`config.mk`:
```
export PLATFORM = sky130hd
export DESIGN_NAME = mrost_core
export DESIGN_NICKNAME = d
export VERILOG_FILES = /design/src/pkg/mrost_pkg.sv /design/src/core/mrost_tick.sv /design/src/core/mrost_core.sv
export SDC_FILE = /design/constraint.sdc
export NUM_CORES = 1
export LEC_CHECK = 0
export ABC_CLOCK_PERIOD_IN_PS = 5100
export BUFFER_PORTS_ARGS = -buffer_cell sky130_fd_sc_hd__buf_2
export CORE_MARGIN = 2
export CORE_UTILIZATION = 60
export CTS_BUF_LIST = sky130_fd_sc_hd__clkbuf_16
export DETAILED_ROUTE_END_ITERATION = 8
export PLACE_DENSITY = 0.78
export SYNTH_ARGS = -nofsm -noshare
export SYNTH_HDL_FRONTEND = slang
export SYNTH_SLANG_ARGS = --single-unit
```
`constraint.sdc`:
```
create_clock -name clk_in -period 5.1 [get_ports clk_in]
set_input_delay 0.255 -clock clk_in [delete_from_list [all_inputs] [get_ports clk_in]]
set_output_delay 0.255 -clock clk_in [all_outputs]
set_load 0.01 [all_outputs]
```
`src/pkg/mrost_pkg.sv`:
```
// Notes on behaviour
// RL1: Reset fires only after a long-press input has stayed low without a break for the whole setup period, and shorter presses do nothing.
// RL2: A valid manual condition drives the active-low reset output low as one pulse of the fixed timeout length, then releases it.
// RL3: In the dual long-press mode the setup timer runs only while both inputs are low together.
// RL4: Exactly one pulse is produced per valid press, and an input must go high and be held low again for a full setup period before the next one.
// RL5: Rising edges on long-press input A are debounced inside the block, so its release bounce causes no harm; the second input is used raw in dual mode.
// RL6: In immediate mode a rising edge on the active-high input asserts reset at once for the timeout period.
// RL7: A new rising edge on the immediate input before the timeout ends restarts the timeout while reset stays asserted.
// RL8: Reset is released once the timeout passes with no further rising edge on the immediate input.
// RL9: Falling transitions on the immediate input are debounced for their interval, so card removal never causes a reset.
// RL10: The block is set up as single long-press, dual long-press, or long-press plus immediate, all sharing the same timings.
// RL11: Reset is held low while a supply is below threshold and for one timeout period after all supplies recover.
// RL12: Intervals are counted on the free-running clock with terminal counts as parameters, and a long-press input going high clears the setup count.
// RL13: The reset output is the OR of supply and manual requests, and no new request from either source shortens an asserted pulse.
package mrost_pkg;
  localparam int unsigned CLK_HZ = 100_000_000;
  localparam int unsigned SETUP_MS = 6720;
  localparam int unsigned PULSE_MS = 140;
  localparam int unsigned IMM_DEB_MS = 210;
  localparam int unsigned RLS_DEB_MS = 20;
  localparam int unsigned MS_CYCLES = CLK_HZ / 1000;
  localparam int unsigned SETUP_TICKS = SETUP_MS;
  localparam int unsigned PULSE_TICKS = PULSE_MS;
  localparam int unsigned IMM_DEB_TICKS = IMM_DEB_MS;
  localparam int unsigned RLS_DEB_TICKS = RLS_DEB_MS;
  localparam int unsigned TICK_W = 16;
  typedef enum logic [1:0] {
    MROST_MODE_SINGLE,
    MROST_MODE_DUAL,
    MROST_MODE_IMMEDIATE
  } mrost_mode_type;
endpackage : mrost_pkg

```
`src/core/mrost_tick.sv`:
```
`timescale 1ns/100ps
module mrost_tick
  import mrost_pkg::*;
#(
  parameter int unsigned DIV = MS_CYCLES
) (
  // Clock and reset.
  input wire logic clk_in,
  input wire logic rstn_in,
  // Millisecond enable.
  output logic tick_out
);
  typedef struct packed {
    logic [31:0] cnt;
    logic tick;
  } mrost_tick_state_type;
  mrost_tick_state_type s_reg;
  mrost_tick_state_type s_next;
  always_comb begin
    s_next = s_reg;
    s_next.tick = 1'b0;
    if (s_reg.cnt >= DIV - 1) begin
      s_next.cnt = 32'h0;
      s_next.tick = 1'b1;
    end else begin
      s_next.cnt = s_reg.cnt + 32'h1;
    end
  end
  always_ff @(posedge clk_in or negedge rstn_in) begin
    if (!rstn_in) begin
      s_reg <= '0;
    end else begin
      s_reg <= s_next;
    end
  end
  assign tick_out = s_reg.tick;
endmodule : mrost_tick

```
`src/core/mrost_core.sv`:
```
`timescale 1ns/100ps
module mrost_core
  import mrost_pkg::*;
#(
  parameter int unsigned TICK_DIV = MS_CYCLES,
  parameter int unsigned SETUP_TC = SETUP_TICKS,
  parameter int unsigned PULSE_TC = PULSE_TICKS,
  parameter int unsigned IMM_DEB_TC = IMM_DEB_TICKS,
  parameter int unsigned RLS_DEB_TC = RLS_DEB_TICKS
) (
  // Clock and reset.
  input wire logic clk_in,
  input wire logic rstn_in,
  // Configuration.
  input wire mrost_mode_type mode_in,
  // Manual inputs and supply status.
  input wire logic long_press_input_a_n_in,
  input wire logic second_manual_input_in,
  input wire logic supply_low_in,
  // Reset toward the processor.
  output logic reset_n_out
);
  typedef struct packed {
    logic [TICK_W-1:0] setup_cnt;
    logic armed;
    logic [TICK_W-1:0] rls_cnt;
    logic a_low;
    logic b_low;
    logic [TICK_W-1:0] pulse_cnt;
    logic [TICK_W-1:0] por_cnt;
    logic por_busy;
    logic imm_lvl;
    logic [TICK_W-1:0] imm_deb;
    logic rst_n;
  } mrost_core_state_type;
  mrost_core_state_type s_reg;
  mrost_core_state_type s_next;
  logic tick;
  logic cond;
  logic imm_rise;
  mrost_tick #(
    .DIV(TICK_DIV)
  ) u_tick (
    .clk_in(clk_in),
    .rstn_in(rstn_in),
    .tick_out(tick)
  );
  always_comb begin
    s_next = s_reg;
    // Falling edges take effect at once; a release must hold for the debounce interval.
    if (!long_press_input_a_n_in) begin
      s_next.a_low = 1'b1;
      s_next.rls_cnt = '0;
    end else if (s_reg.a_low && tick) begin
      s_next.rls_cnt = s_reg.rls_cnt + 1'b1;
      if (s_reg.rls_cnt >= TICK_W'(RLS_DEB_TC - 1)) begin
        s_next.a_low = 1'b0; // see RL5
        s_next.rls_cnt = '0;
      end
    end
    s_next.b_low = !second_manual_input_in;
    // The immediate input: rises pass at once, falls must persist for the debounce interval.
    imm_rise = 1'b0;
    if (second_manual_input_in) begin
      s_next.imm_deb = '0;
      if (!s_reg.imm_lvl) begin
        s_next.imm_lvl = 1'b1;
        imm_rise = 1'b1; // see RL6
      end
    end else if (s_reg.imm_lvl && tick) begin
      s_next.imm_deb = s_reg.imm_deb + 1'b1;
      if (s_reg.imm_deb >= TICK_W'(IMM_DEB_TC - 1)) begin
        s_next.imm_lvl = 1'b0; // see RL9
        s_next.imm_deb = '0;
      end
    end
    unique case (mode_in)
      MROST_MODE_SINGLE: cond = s_reg.a_low; // see RL10
      MROST_MODE_DUAL: cond = s_reg.a_low && s_reg.b_low; // see RL3
      MROST_MODE_IMMEDIATE: cond = s_reg.a_low;
      default: cond = 1'b0;
    endcase
    if (mode_in != MROST_MODE_IMMEDIATE) begin
      imm_rise = 1'b0;
    end
    // Setup count clears on any break in the condition and fires once per press.
    if (!cond) begin
      s_next.setup_cnt = '0; // see RL12
      s_next.armed = 1'b1; // see RL4
    end else if (long_press_input_a_n_in) begin
      // A raw high on input A, even inside the release debounce, restarts the count so only an unbroken press fires.
      s_next.setup_cnt = '0; // see RL1
    end else if (s_reg.armed && tick) begin
      s_next.setup_cnt = s_reg.setup_cnt + 1'b1;
      if (s_reg.setup_cnt >= TICK_W'(SETUP_TC - 1)) begin
        s_next.armed = 1'b0; // see RL1
        s_next.setup_cnt = '0;
        s_next.pulse_cnt = TICK_W'(PULSE_TC); // see RL2
      end
    end
    if (imm_rise) begin
      s_next.pulse_cnt = TICK_W'(PULSE_TC); // see RL7
    end else if (s_reg.pulse_cnt != '0 && tick && s_next.pulse_cnt == s_reg.pulse_cnt) begin
      s_next.pulse_cnt = s_reg.pulse_cnt - 1'b1; // see RL8
    end
    // Supply path holds reset while low and for one timeout after recovery.
    if (supply_low_in) begin
      s_next.por_busy = 1'b1;
      s_next.por_cnt = TICK_W'(PULSE_TC); // see RL11
    end else if (s_reg.por_busy && tick) begin
      if (s_reg.por_cnt <= TICK_W'(1)) begin
        s_next.por_busy = 1'b0;
        s_next.por_cnt = '0;
      end else begin
        s_next.por_cnt = s_reg.por_cnt - 1'b1;
      end
    end
    s_next.rst_n = !(s_next.por_busy || s_next.pulse_cnt != '0); // see RL13
  end
  always_ff @(posedge clk_in or negedge rstn_in) begin
    if (!rstn_in) begin
      s_reg <= '0;
      s_reg.por_busy <= 1'b1;
      s_reg.por_cnt <= TICK_W'(PULSE_TC);
      s_reg.armed <= 1'b1;
    end else begin
      s_reg <= s_next;
    end
  end
  assign reset_n_out = s_reg.rst_n;
endmodule : mrost_core

```
==> reports/results.ini, run 1 <==
[place]
post-dp-hpwl_mm = 7.431
gp_congestion = 0.8844
numPortBuffers = 7
dpl_worst_slack_ns = 2.025

[synthesis]
number_of_synthesized_register_bits = 119
synth-async-reset-ratio_pct = 100.0
post_synth.cell_area_avg_um2 = 9.673
syn-instance-count = 587
yosys.cell_types.count = 54
synth_seq_area_share_pct = 52.56
leading_cell_types_by_total_area_after_synthesis = dfrtp_1 (50%), nor2_1 (5.6%), o21ai_0 (3.9%)
ys.flop_type = dfrtp_1
synth_largest_type_area_fraction_pct = 50.24
synth.yosys.warnings = 0
yosys-top-cells-count = dfrtp_1 (114), nor2_1 (84), o21ai_0 (44)
synth.most_common_cell = dfrtp_1
synth.largest_area_cell = dfrtp_1
synth_enable_flop_cells = 0
syn_std_cell_area_um2 = 5678

[clock_tree]
clk_transition_reported_paths_ns = 0.06
post_cts_gate_resize_count = 0
cts_inserted_buffers = 17
cts_num_sinks = 119
total_number_of_h_tree_levels = 4
cts_tree = yes
insertion_delay_of_the_later_clocked_pin_in_the_worst_skew_pair_ns = 0.41
post-cts-setup-buffers = 0
cts_hold_buffers = 1
cts-root-buf = clkbuf_16
cts_max_path_buffers = 2

[die]
die_height_um = 101.3
io_pins = 8
core_outline_area_um2 = 9196
die_width_um = 101.3
start_util_pct = 61.74
num_rows = 35
total_die_area_um2 = 10260

[run]
count_of_max_cap_constraint_violations = 0

[worst_setup_path]
timing.critical_path.slowest_stage_cell = or4_1
worst_r2r_path_depth = 7
timing.critical_path.cells = or4_1 -> or4_4 -> or4_4 -> inv_1 -> o21ai_2 -> nor4bb_1 -> o2111a_1
cp-start-kind = flop
cp-endpoint = reset_n_out$_DFF_PN0_
worstSetupStartpoint = s_reg[43]$_DFF_PN0_
crit_required_ns = 5.44
crit_top_cell = or4_4
critical_path_peak_fanout = 18
reg2reg_slack_ns = 1.99
critical_path.top_delay_family = simple AND/OR/NAND/NOR gates
critical_path_arrival_ns = 3.45
critPathKind = reg -> reg
critical_path.endpoint_type = flop
critical_r2r_launch = s_reg[43]$_DFF_PN0_
max_stage_delay_ns = 0.64
rr_endpoint = reset_n_out$_DFF_PN0_
cp.buffers_inverters = 1
path_depth = 7

[sta]
max_clock_freq_mhz = 322.0
finalHoldViolCount = 0
grt_setup_unrepaired = false
fin_tns_setup_ns = 0
final.min_clock_period_ns = 3.105
finalSetupViolations = 0
worst_pin_slew_ns = 0.9411
post-route-period-util_pct = 60.89
timing.final.ws_setup_ns = 1.995
finClkSkew_ns = 0.009330
timing_max_transition_violations_final = 0
relative_slew_margins_pct = 36.88

[route]
antenna_left = 0
drt-total-wl_mm = 11.39
routed_via_density = 5.930
initialDrtViolationCount = 280
vias = 4388
avgRoutedWirePerCell_um = 15.40
first_pass_iters = 4
drc = 0

[layout]
diodes = 0
num-fill-cells = 689
multiInputGateArea_um2 = 2624
seq_area_um2 = 2984
largest_reg_flops = 85
share_of_final_layout_standard_cells_stronger_than_drive_strength_1_pct = 8.585
nNetsFinal = 633
area_delta_synth_final_pct = 15.14

[global_route]
grt_util_met1_pct = 31.60
grt_pass1_wl_mm = 19.49
global_router_s_overall_resource_usage_pct = 24.23
global_route.overflow_total = 0
gr-max-usage-layer = met2
gr_layer_usage_met3_pct = 5.935
global_route.usage.met2_pct = 37.90
grt_pass1_vias = 4312
grt_start_max_net_pins = 71
grt_antenna_before_repair = 0

[pwr]
p_leak_uw = 0.002835
worst_ir_drop_vdd_mv = 0.3033
p_per_area_nw_per_um2 = 392.1

[status]
status = finished clean

[min_path]
classification_of_the_worst_slack_hold_path = in -> reg

power breakdown:
group / switching, uW / total (uW) / internal [uW]
clock: 433 / 1350 / 918
combinational: 98.5 / 162 / 63.8
sequential: 55.7 / 1050 / 994
routing by layer:
| layer | part of all wire (%) | up-vias |
|---|---|---|
| met3 | 4.3 | 24 |
| li1 | - | 2150 |
| met2 | 48 | 103 |
| met4 | 2.3 | 0 |
| met1 | 45 | 2111 |
| met5 | 0 | - |
layout by cell type, fill, tap and decap left out, drive strengths merged, types with 5 or more instances in the layout:
| cell type | synthesis | routed |
|---|---|---|
| nor4 | 15 | 15 |
| dfrtp | 114 | 114 |
| xnor2 | 18 | 18 |
| inv | 17 | 20 |
| nor2 | 85 | 85 |
| nand2 | 43 | 43 |
| and2 | 16 | 16 |
| a21oi | 22 | 22 |
| o211ai | 6 | 6 |
| clkbuf | 10 | 17 |
| or4 | 10 | 10 |
| and3 | 15 | 15 |
| o21ai | 46 | 46 |
| buf | 3 | 8 |
| or3 | 11 | 11 |
| ha | 10 | 10 |
| a31oi | 10 | 10 |
| xor2 | 14 | 14 |
| nor3 | 15 | 15 |
| conb | 1 | 15 |
| nor2b | 7 | 7 |
| nand3 | 26 | 26 |
| o31ai | 10 | 10 |
| bufinv | 0 | 6 |
| nand2b | 13 | 13 |
| dfstp | 5 | 5 |
cell type report:
class                   instances  area share [%]
clock buffers                  17           6.507
clock inverters                15           3.770
inverters                      17          0.9761
multi-input cells             452           40.13
flip-flops and latches        119           45.65
well taps                     111           2.124
repair buffers                  9          0.8421
cell families (layout without fill, tap and decap cells):
kind of cell / Yosys count / after routing / synth area share, %
DFF: 119 / 119 / 52.56
and+or+nand+nor: 277 / 277 / 25.10
AOI/OAI and AO/OA: 118 / 118 / 12.98
xor gates and xnor gates: 32 / 32 / 4.936
buffers and inverters: 30 / 58 / 2.160
adders and majority gates: 10 / 10 / 2.204
other: 1 / 15 / 0.06605
per-stage QoR:
stage | hold WS, ns | cell area [um2] | util [%] | cells | total power (uW)
2_1_floorplan | -0.04059 | 5731 | - | 601 | 1161
3_3_place_gp | 0.4085 | 5856 | 63.67 | 707 | 1213
3_5_place_dp | 0.4191 | 5856 | 63.67 | 707 | 1220
4_1_cts | 0.05266 | 6538 | 71.09 | 740 | 2582
5_1_grt | 0.07652 | 6538 | 71.09 | 740 | 2665
6_report | 0.06915 | 6538 | 71.09 | 740 | 2563
how the worst min path moves through the flow:
stage / slack, ns / cells after the start / startpoint / end
after floorplan: -0.04 / 0 / rstn_in / reset_n_out$_DFF_PN0_
after global placement: 0.41 / 1 / rstn_in / s_reg[32]$_DFFE_PN0P_
after detailed placement: 0.42 / 1 / rstn_in / s_reg[32]$_DFFE_PN0P_
after CTS: 0.05 / 2 / long_press_input_a_n_in / s_reg[52]$_DFFE_PN0P_
after global routing: 0.08 / 2 / long_press_input_a_n_in / s_reg[52]$_DFFE_PN0P_
final: 0.07 / 2 / long_press_input_a_n_in / s_reg[52]$_DFFE_PN0P_
Note: power is estimated with default switching activity, not from simulation.
==> run 2: changes to the inputs <==
--- a/config.mk
+++ b/config.mk
@@ -5,7 +5,7 @@
 export SDC_FILE = /design/constraint.sdc
 export NUM_CORES = 1
 export LEC_CHECK = 0
-export ABC_CLOCK_PERIOD_IN_PS = 5100
+export ABC_CLOCK_PERIOD_IN_PS = 3150
 export BUFFER_PORTS_ARGS = -buffer_cell sky130_fd_sc_hd__buf_2
 export CORE_MARGIN = 2
 export CORE_UTILIZATION = 60
==> constraint.sdc (replaced) <==
create_clock -name clk_in -period 3.15 [get_ports clk_in]
set_input_delay 0.1575 -clock clk_in [delete_from_list [all_inputs] [get_ports clk_in]]
set_output_delay 0.1575 -clock clk_in [all_outputs]
set_load 0.01 [all_outputs]
==> run 2 against run 1 <==
Clock power grew 39%. First-iteration DRC count increased by 12%. Die area stayed put. Sequential cell count unchanged. Largest cell class unchanged. Largest power group unchanged.
==> reports/results.ini, run 2 (same netlist as run 1, synthesis figures left out) <==
[worst_setup_path]
critical_path.endpoint_type = flop
crit_top_cell = or4_4
critPathKind = reg -> reg
reg2reg_slack_ns = 0.17  ; -1.82 ns
timing.critical_path.cells = or4_1 -> or4_4 -> or4_4 -> inv_1 -> o21ai_2 -> nor4bb_2 -> o2111a_1
critical_path_peak_fanout = 8  ; -10
rr_endpoint = reset_n_out$_DFF_PN0_
cp-start-kind = flop
critical_r2r_launch = s_reg[45]$_DFF_PN0_
critical_path_arrival_ns = 3.31  ; -0.14 ns
max_stage_delay_ns = 0.69  ; +0.05 ns
crit_required_ns = 3.49  ; -1.95 ns
timing.critical_path.slowest_stage_cell = or4_1
worst_r2r_path_depth = 7  ; unchanged

[place]
post-dp-hpwl_mm = 7.491  ; +0.80%
numPortBuffers = 7  ; unchanged
dpl_worst_slack_ns = 0.1324  ; -1.893 ns
place_area_um2 = 5928  ; +1.2%
gp_congestion = 0.9526  ; +7.7%

[clock_tree]
clk_transition_reported_paths_ns = 0.05  ; about the same
cts-root-buf = clkbuf_16
cts_tree = yes
cts_num_sinks = 119  ; unchanged
cts_max_path_buffers = 2  ; unchanged
post-cts-setup-buffers = 0  ; unchanged
cts_inserted_buffers = 17  ; unchanged
total_number_of_h_tree_levels = 4  ; unchanged
insertion_delay_of_the_later_clocked_pin_in_the_worst_skew_pair_ns = 0.40  ; about the same

[route]
vias = 4486  ; +2.2%
initialDrtViolationCount = 313  ; +12%
antenna_left = 0  ; unchanged
drt-total-wl_mm = 11.46  ; +0.54%
routed_via_density = 5.981  ; +0.87%
drc = 0  ; unchanged
first_pass_iters = 5  ; +1
avgRoutedWirePerCell_um = 15.27  ; -0.80%

[layout]
largest_reg_flops = 85  ; unchanged
diodes = 0  ; unchanged
area_delta_synth_final_pct = 15.20  ; about the same
top_library_cells_by_usage_in_the_layout_fill_and_taps_aside = dfrtp_1 (114), nor2_1 (84), o21ai_0 (44)
finish.instance_area_um2 = 6541  ; about the same
share_of_final_layout_standard_cells_stronger_than_drive_strength_1_pct = 9.390  ; +0.80 points
nNetsFinal = 643  ; +1.6%
final_common_cell = dfrtp_1

[pwr]
worst_ir_drop_vdd_mv = 0.6536  ; +120%
p_leak_uw = 0.002863  ; +1.0%
p_per_area_nw_per_um2 = 586.9  ; +50%

[die]
io_pins = 8  ; unchanged
die_width_um = 101.3  ; unchanged
die_height_um = 101.3  ; unchanged
num_rows = 35  ; unchanged
core_outline_area_um2 = 9196  ; unchanged
start_util_pct = 61.74  ; unchanged
total_die_area_um2 = 10260  ; unchanged

[min_path]
hold_path_startpoint = supply_low_in
min_to = s_reg[22]$_DFFE_PN1P_
classification_of_the_worst_slack_hold_path = in -> reg
worstHoldPathCells = 2  ; unchanged

[run]
count_of_max_cap_constraint_violations = 0  ; unchanged

[global_route]
grt_pass1_vias = 4338  ; +0.60%
grt_antenna_before_repair = 0  ; unchanged
global_route.overflow_total = 0  ; unchanged
grt_start_max_net_pins = 65  ; -8.5%
grt_pass1_wl_mm = 19.81  ; +1.6%
global_router_s_overall_resource_usage_pct = 24.52  ; +0.29 points

[sta]
finalHoldViolCount = 0  ; unchanged
fin_tns_setup_ns = 0  ; unchanged
worst_pin_slew_ns = 0.8081  ; -0.1330 ns
post-route-period-util_pct = 94.58  ; +34 points
relative_slew_margins_pct = 46.12  ; +9.2 points
timing.final.ws_setup_ns = 0.1707  ; -1.824 ns
grt_setup_unrepaired = false
final.min_clock_period_ns = 2.979  ; -0.1258 ns
finClkSkew_ns = 0.007958  ; -0.001372 ns
timing_max_transition_violations_final = 0  ; unchanged
finalSetupViolations = 0  ; unchanged
max_clock_freq_mhz = 335.6  ; +4.2%

[status]
status = finished clean

-- run 2: cell types whose count changed in the layout (fill, tap and decap cells not counted), sizes merged --
cell and change:
bufinv -3, buf +8, inv +1, clkinv +2, dlygate4sd3 +2
-- run 2: worst max-delay path: cells and delay by family, from the launching register on --
family                 cells  cell delay [ns]
buffers and inverters      1             0.10
DFF                        1             0.44
AOI/OAI and AO/OA          2             0.33
and+or+nand+nor            4             2.06
-- run 2: how the worst max path moves through the flow --
stage,cells past startpoint,end,slack (ns),start
after floorplan,8,s_reg[45]$_DFF_PN0_,0.37,s_reg[43]$_DFF_PN0_
after CTS,9,reset_n_out$_DFF_PN0_,0.11,s_reg[35]$_DFF_PN0_
after detailed placement,9,reset_n_out$_DFF_PN0_,0.13,s_reg[35]$_DFF_PN0_
final,7,reset_n_out$_DFF_PN0_,0.17,s_reg[45]$_DFF_PN0_
after global routing,9,reset_n_out$_DFF_PN0_,0.06,s_reg[35]$_DFF_PN0_
after global placement,9,reset_n_out$_DFF_PN0_,0.32,s_reg[35]$_DFF_PN0_
-- run 2: power by group --
part           leakage, uW  internal (uW)  switching [uW]  total (uW)
sequential         0.00153           1610            88.2        1700
clock             0.000292           1220             648        1870
combinational      0.00104            110             166         276
total              0.00286           2940             903        3840
-- run 2: stage by stage --
step | utilization, % | hold slack (ns) | power (uW) | std cells
after floorplan | - | -0.1381 | 1879 | 601
after global routing | 71.13 | 0.06583 | 4002 | 750
after detailed placement | 64.46 | 0.3038 | 1982 | 715
after CTS | 71.02 | 0.03886 | 3858 | 750
final | 71.13 | 0.06348 | 3839 | 750
after global placement | 64.46 | 0.2944 | 1967 | 715
-- run 2: routing by layer --
metal	wire length, um	up-vias	share of wire (%)	global-route usage, %
met4	197	0	1.7	10.19
met1	5266	2189	46	32.35
met3	502	24	4.4	6.556
met5	0	-	0	0
li1	-	2159	-	-
met2	5489	114	48	38.77
-- run 2: cell type report --
cell class / count / area [um2]
fill: 657 / 2655
multi-input combinational: 452 / 2634
timing repair buffer: 19 / 147.6
clock buffer: 17 / 425.4
clock inverter: 15 / 147.6
tap: 111 / 138.9
inverter: 17 / 63.81
sequential: 119 / 2984
-- run 2: repair_timing --
action | in CTS | in global routing
hold endpoints to repair | 60 | 0
gates resized for setup | 0 | 2
setup endpoints to repair | 0 | 1
hold buffers | 3 | 0
==> run 3: changes to the inputs <==
--- a/config.mk
+++ b/config.mk
@@ -8,10 +8,10 @@
 export ABC_CLOCK_PERIOD_IN_PS = 3150
 export BUFFER_PORTS_ARGS = -buffer_cell sky130_fd_sc_hd__buf_2
 export CORE_MARGIN = 2
-export CORE_UTILIZATION = 60
+export CORE_UTILIZATION = 55
 export CTS_BUF_LIST = sky130_fd_sc_hd__clkbuf_16
 export DETAILED_ROUTE_END_ITERATION = 8
-export PLACE_DENSITY = 0.78
+export PLACE_DENSITY = 0.73
 export SYNTH_ARGS = -nofsm -noshare
 export SYNTH_HDL_FRONTEND = slang
 export SYNTH_SLANG_ARGS = --single-unit
==> run 3 against run 2 <==
First-iteration DRC count shrank 5.8%. Total power grew 3.5%. Clock skew up 0.0031 ns. Cell count is 3.2% higher. Fmax is 0.20% higher. Critical path depth up 2. Via count fell by 3.0%. Non-clock buffer count is 1 lower. Combinational power down 4%. Critical endpoint unchanged. Largest cell class unchanged.
==> reports/results.ini, run 3 (same netlist as run 1, synthesis figures left out) <==
[place]
place_area_um2 = 5952  ; +0.40%
gp_congestion = 0.8945  ; -6.1%
numPortBuffers = 7  ; unchanged
post-dp-hpwl_mm = 7.377  ; -1.5%

[layout]
share_of_final_layout_standard_cells_stronger_than_drive_strength_1_pct = 9.718  ; +0.33 points
num-fill-cells = 806  ; +23%
final_common_cell = dfrtp_1
diodes = 0  ; unchanged
utilization_pct = 64.91  ; -6.2 points
nNetsFinal = 642  ; -0.16%
finish.instance_area_um2 = 6611  ; +1.1%
area_delta_synth_final_pct = 16.44
largest_reg_flops = 85  ; unchanged
top_library_cells_by_usage_in_the_layout_fill_and_taps_aside = dfrtp_1 (114), nor2_1 (84), o21ai_0 (44)
seq_area_um2 = 2984  ; unchanged
multiInputGateArea_um2 = 2628  ; -0.24%

[clock_tree]
cts_inserted_buffers = 17  ; unchanged
clk_transition_reported_paths_ns = 0.05  ; about the same
cts_tree = yes
cts-root-buf = clkbuf_16
insertion_delay_of_the_later_clocked_pin_in_the_worst_skew_pair_ns = 0.41  ; about the same
total_number_of_h_tree_levels = 4  ; unchanged
post-cts-setup-buffers = 0  ; unchanged
cts_max_path_buffers = 2  ; unchanged
cts_num_sinks = 119  ; unchanged

[die]
num_rows = 37  ; +5.7%
io_pins = 8  ; unchanged
die_height_um = 105.6  ; +4.3%
total_die_area_um2 = 11150  ; +8.7%
core_outline_area_um2 = 10180  ; +11%
die_width_um = 105.6  ; +4.3%
start_util_pct = 55.75  ; -6.0 points

[global_route]
grt_pass1_wl_mm = 19.36  ; -2.3%
global_router_s_overall_resource_usage_pct = 21.75  ; -2.8 points
grt_start_max_net_pins = 71  ; +9.2%
global_route.overflow_total = 0  ; unchanged
grt_pass1_vias = 4314  ; -0.55%
grt_antenna_before_repair = 0  ; unchanged

[route]
antenna_left = 0  ; unchanged
avgRoutedWirePerCell_um = 14.23  ; -6.8%
initialDrtViolationCount = 295  ; -5.8%
vias = 4352  ; -3.0%
drt-total-wl_mm = 11.01  ; -3.8%
drc = 0  ; unchanged
first_pass_iters = 4  ; -1
routed_via_density = 5.623  ; -6.0%

[worst_setup_path]
timing.critical_path.slowest_stage_cell = or4b_2
cp-start-kind = flop
critPathKind = reg -> reg
critical_path_arrival_ns = 3.32  ; about the same
max_stage_delay_ns = 0.61  ; -0.08 ns
crit_required_ns = 3.49  ; about the same
critical_path.endpoint_type = flop
crit_top_cell = or4b_2
timing.critical_path.cells = inv_1 -> ha_1 -> or4b_2 -> or4_4 -> or4b_2 -> nor3_1 -> xnor2_1 -> nor4bb_1 -> o2111a_1
critical_path_peak_fanout = 5  ; -3
critical_r2r_launch = s_reg[35]$_DFF_PN0_
worstSetupStartpoint = s_reg[35]$_DFF_PN0_
critical_path.top_delay_family = simple AND/OR/NAND/NOR gates
cp.buffers_inverters = 1  ; unchanged

[sta]
post-route-period-util_pct = 94.40  ; -0.19 points
timing_max_transition_violations_final = 0  ; unchanged
relative_slew_margins_pct = 41.65  ; -4.5 points
max_clock_freq_mhz = 336.3  ; +0.20%
worst_pin_slew_ns = 0.8753  ; +0.06715 ns
finalHoldViolCount = 0  ; unchanged
fin_tns_setup_ns = 0  ; unchanged
grt_setup_unrepaired = false
final.min_clock_period_ns = 2.973  ; -0.005853 ns
finClkSkew_ns = 0.01103  ; +0.003074 ns
finalSetupViolations = 0  ; unchanged

[pwr]
worst_ir_drop_vdd_mv = 0.7690  ; +18%
p_per_area_nw_per_um2 = 601.2  ; +2.4%
p_leak_uw = 0.002868  ; +0.15%

[min_path]
classification_of_the_worst_slack_hold_path = in -> reg
hold_path_startpoint = supply_low_in

[run]
count_of_max_cap_constraint_violations = 0  ; unchanged

[status]
status = finished clean

-- run 3: cell types whose count changed in the layout (fill, tap and decap cells not counted) --
cell / previous run / this run
clkinv_4: 0 / 3
buf_4: 9 / 8
inv_6: 0 / 3
inv_1: 21 / 18
clkinv_2: 4 / 1
nor4bb_2: 1 / 0
clkinv_1: 2 / 1
bufinv_16: 3 / 4
nor4bb_1: 0 / 1
-- run 3: per-layer routing --
metal	share of wire [%]	up-vias	wire length [um]	GRT usage, %
li1	-	2164	-	-
met1	47	2110	5207	27.56
met2	49	65	5349	34.79
met3	3.0	13	330	6.926
met4	1.2	0	127	8.741
met5	0	-	0	0
-- run 3: repair_timing --
item                       CTS  global route
setup endpoints to repair    0             1
hold endpoints to repair    71             0
resized for setup            0             1
hold buffers                 3             0
-- run 3: cell type report --
class | instances | share of cell area [%]
Inverter | 17 | 0.9652
Clock inverter | 15 | 3.028
Multi-Input combinational cell | 452 | 39.74
Tap cell | 136 | 2.574
Timing Repair Buffer | 18 | 2.120
Sequential cell | 119 | 45.14
Clock buffer | 17 | 6.435
-- run 3: metrics by stage --
| stage | total power, uW | setup slack (ns) | hold slack (ns) | std cells |
|---|---|---|---|---|
| after floorplan | 1879 | 0.3720 | -0.1381 | 601 |
| after global placement | 1970 | 0.3126 | 0.3241 | 739 |
| after detailed placement | 1978 | 0.1466 | 0.3335 | 739 |
| after CTS | 4015 | 0.1211 | 0.01893 | 774 |
| after global routing | 4148 | 0.0002069 | 0.02507 | 774 |
| final | 3975 | 0.1765 | 0.03585 | 774 |
-- run 3: final timing paths --
path	depth (start not counted)	slack, ns	to
setup / recovery	9	0.18	reset_n_out$_DFF_PN0_
hold / removal	2	0.04	s_reg[26]$_DFFE_PN1P_
setup reg to reg	9	0.18	reset_n_out$_DFF_PN0_
hold reg to reg	2	0.47	s_reg[69]$_DFFE_PN1P_
max in group asynchronous	3	1.91	s_reg[69]$_DFFE_PN1P_
min in group asynchronous	2	0.41	s_reg[31]$_DFFE_PN0P_
-- run 3: report_power, final --
group	internal, uW	leakage (uW)	switching, uW
clock network	1320	0.000303	690
logic	107	0.00103	156
registers	1610	0.00153	87.9
total	3040	0.00287	934
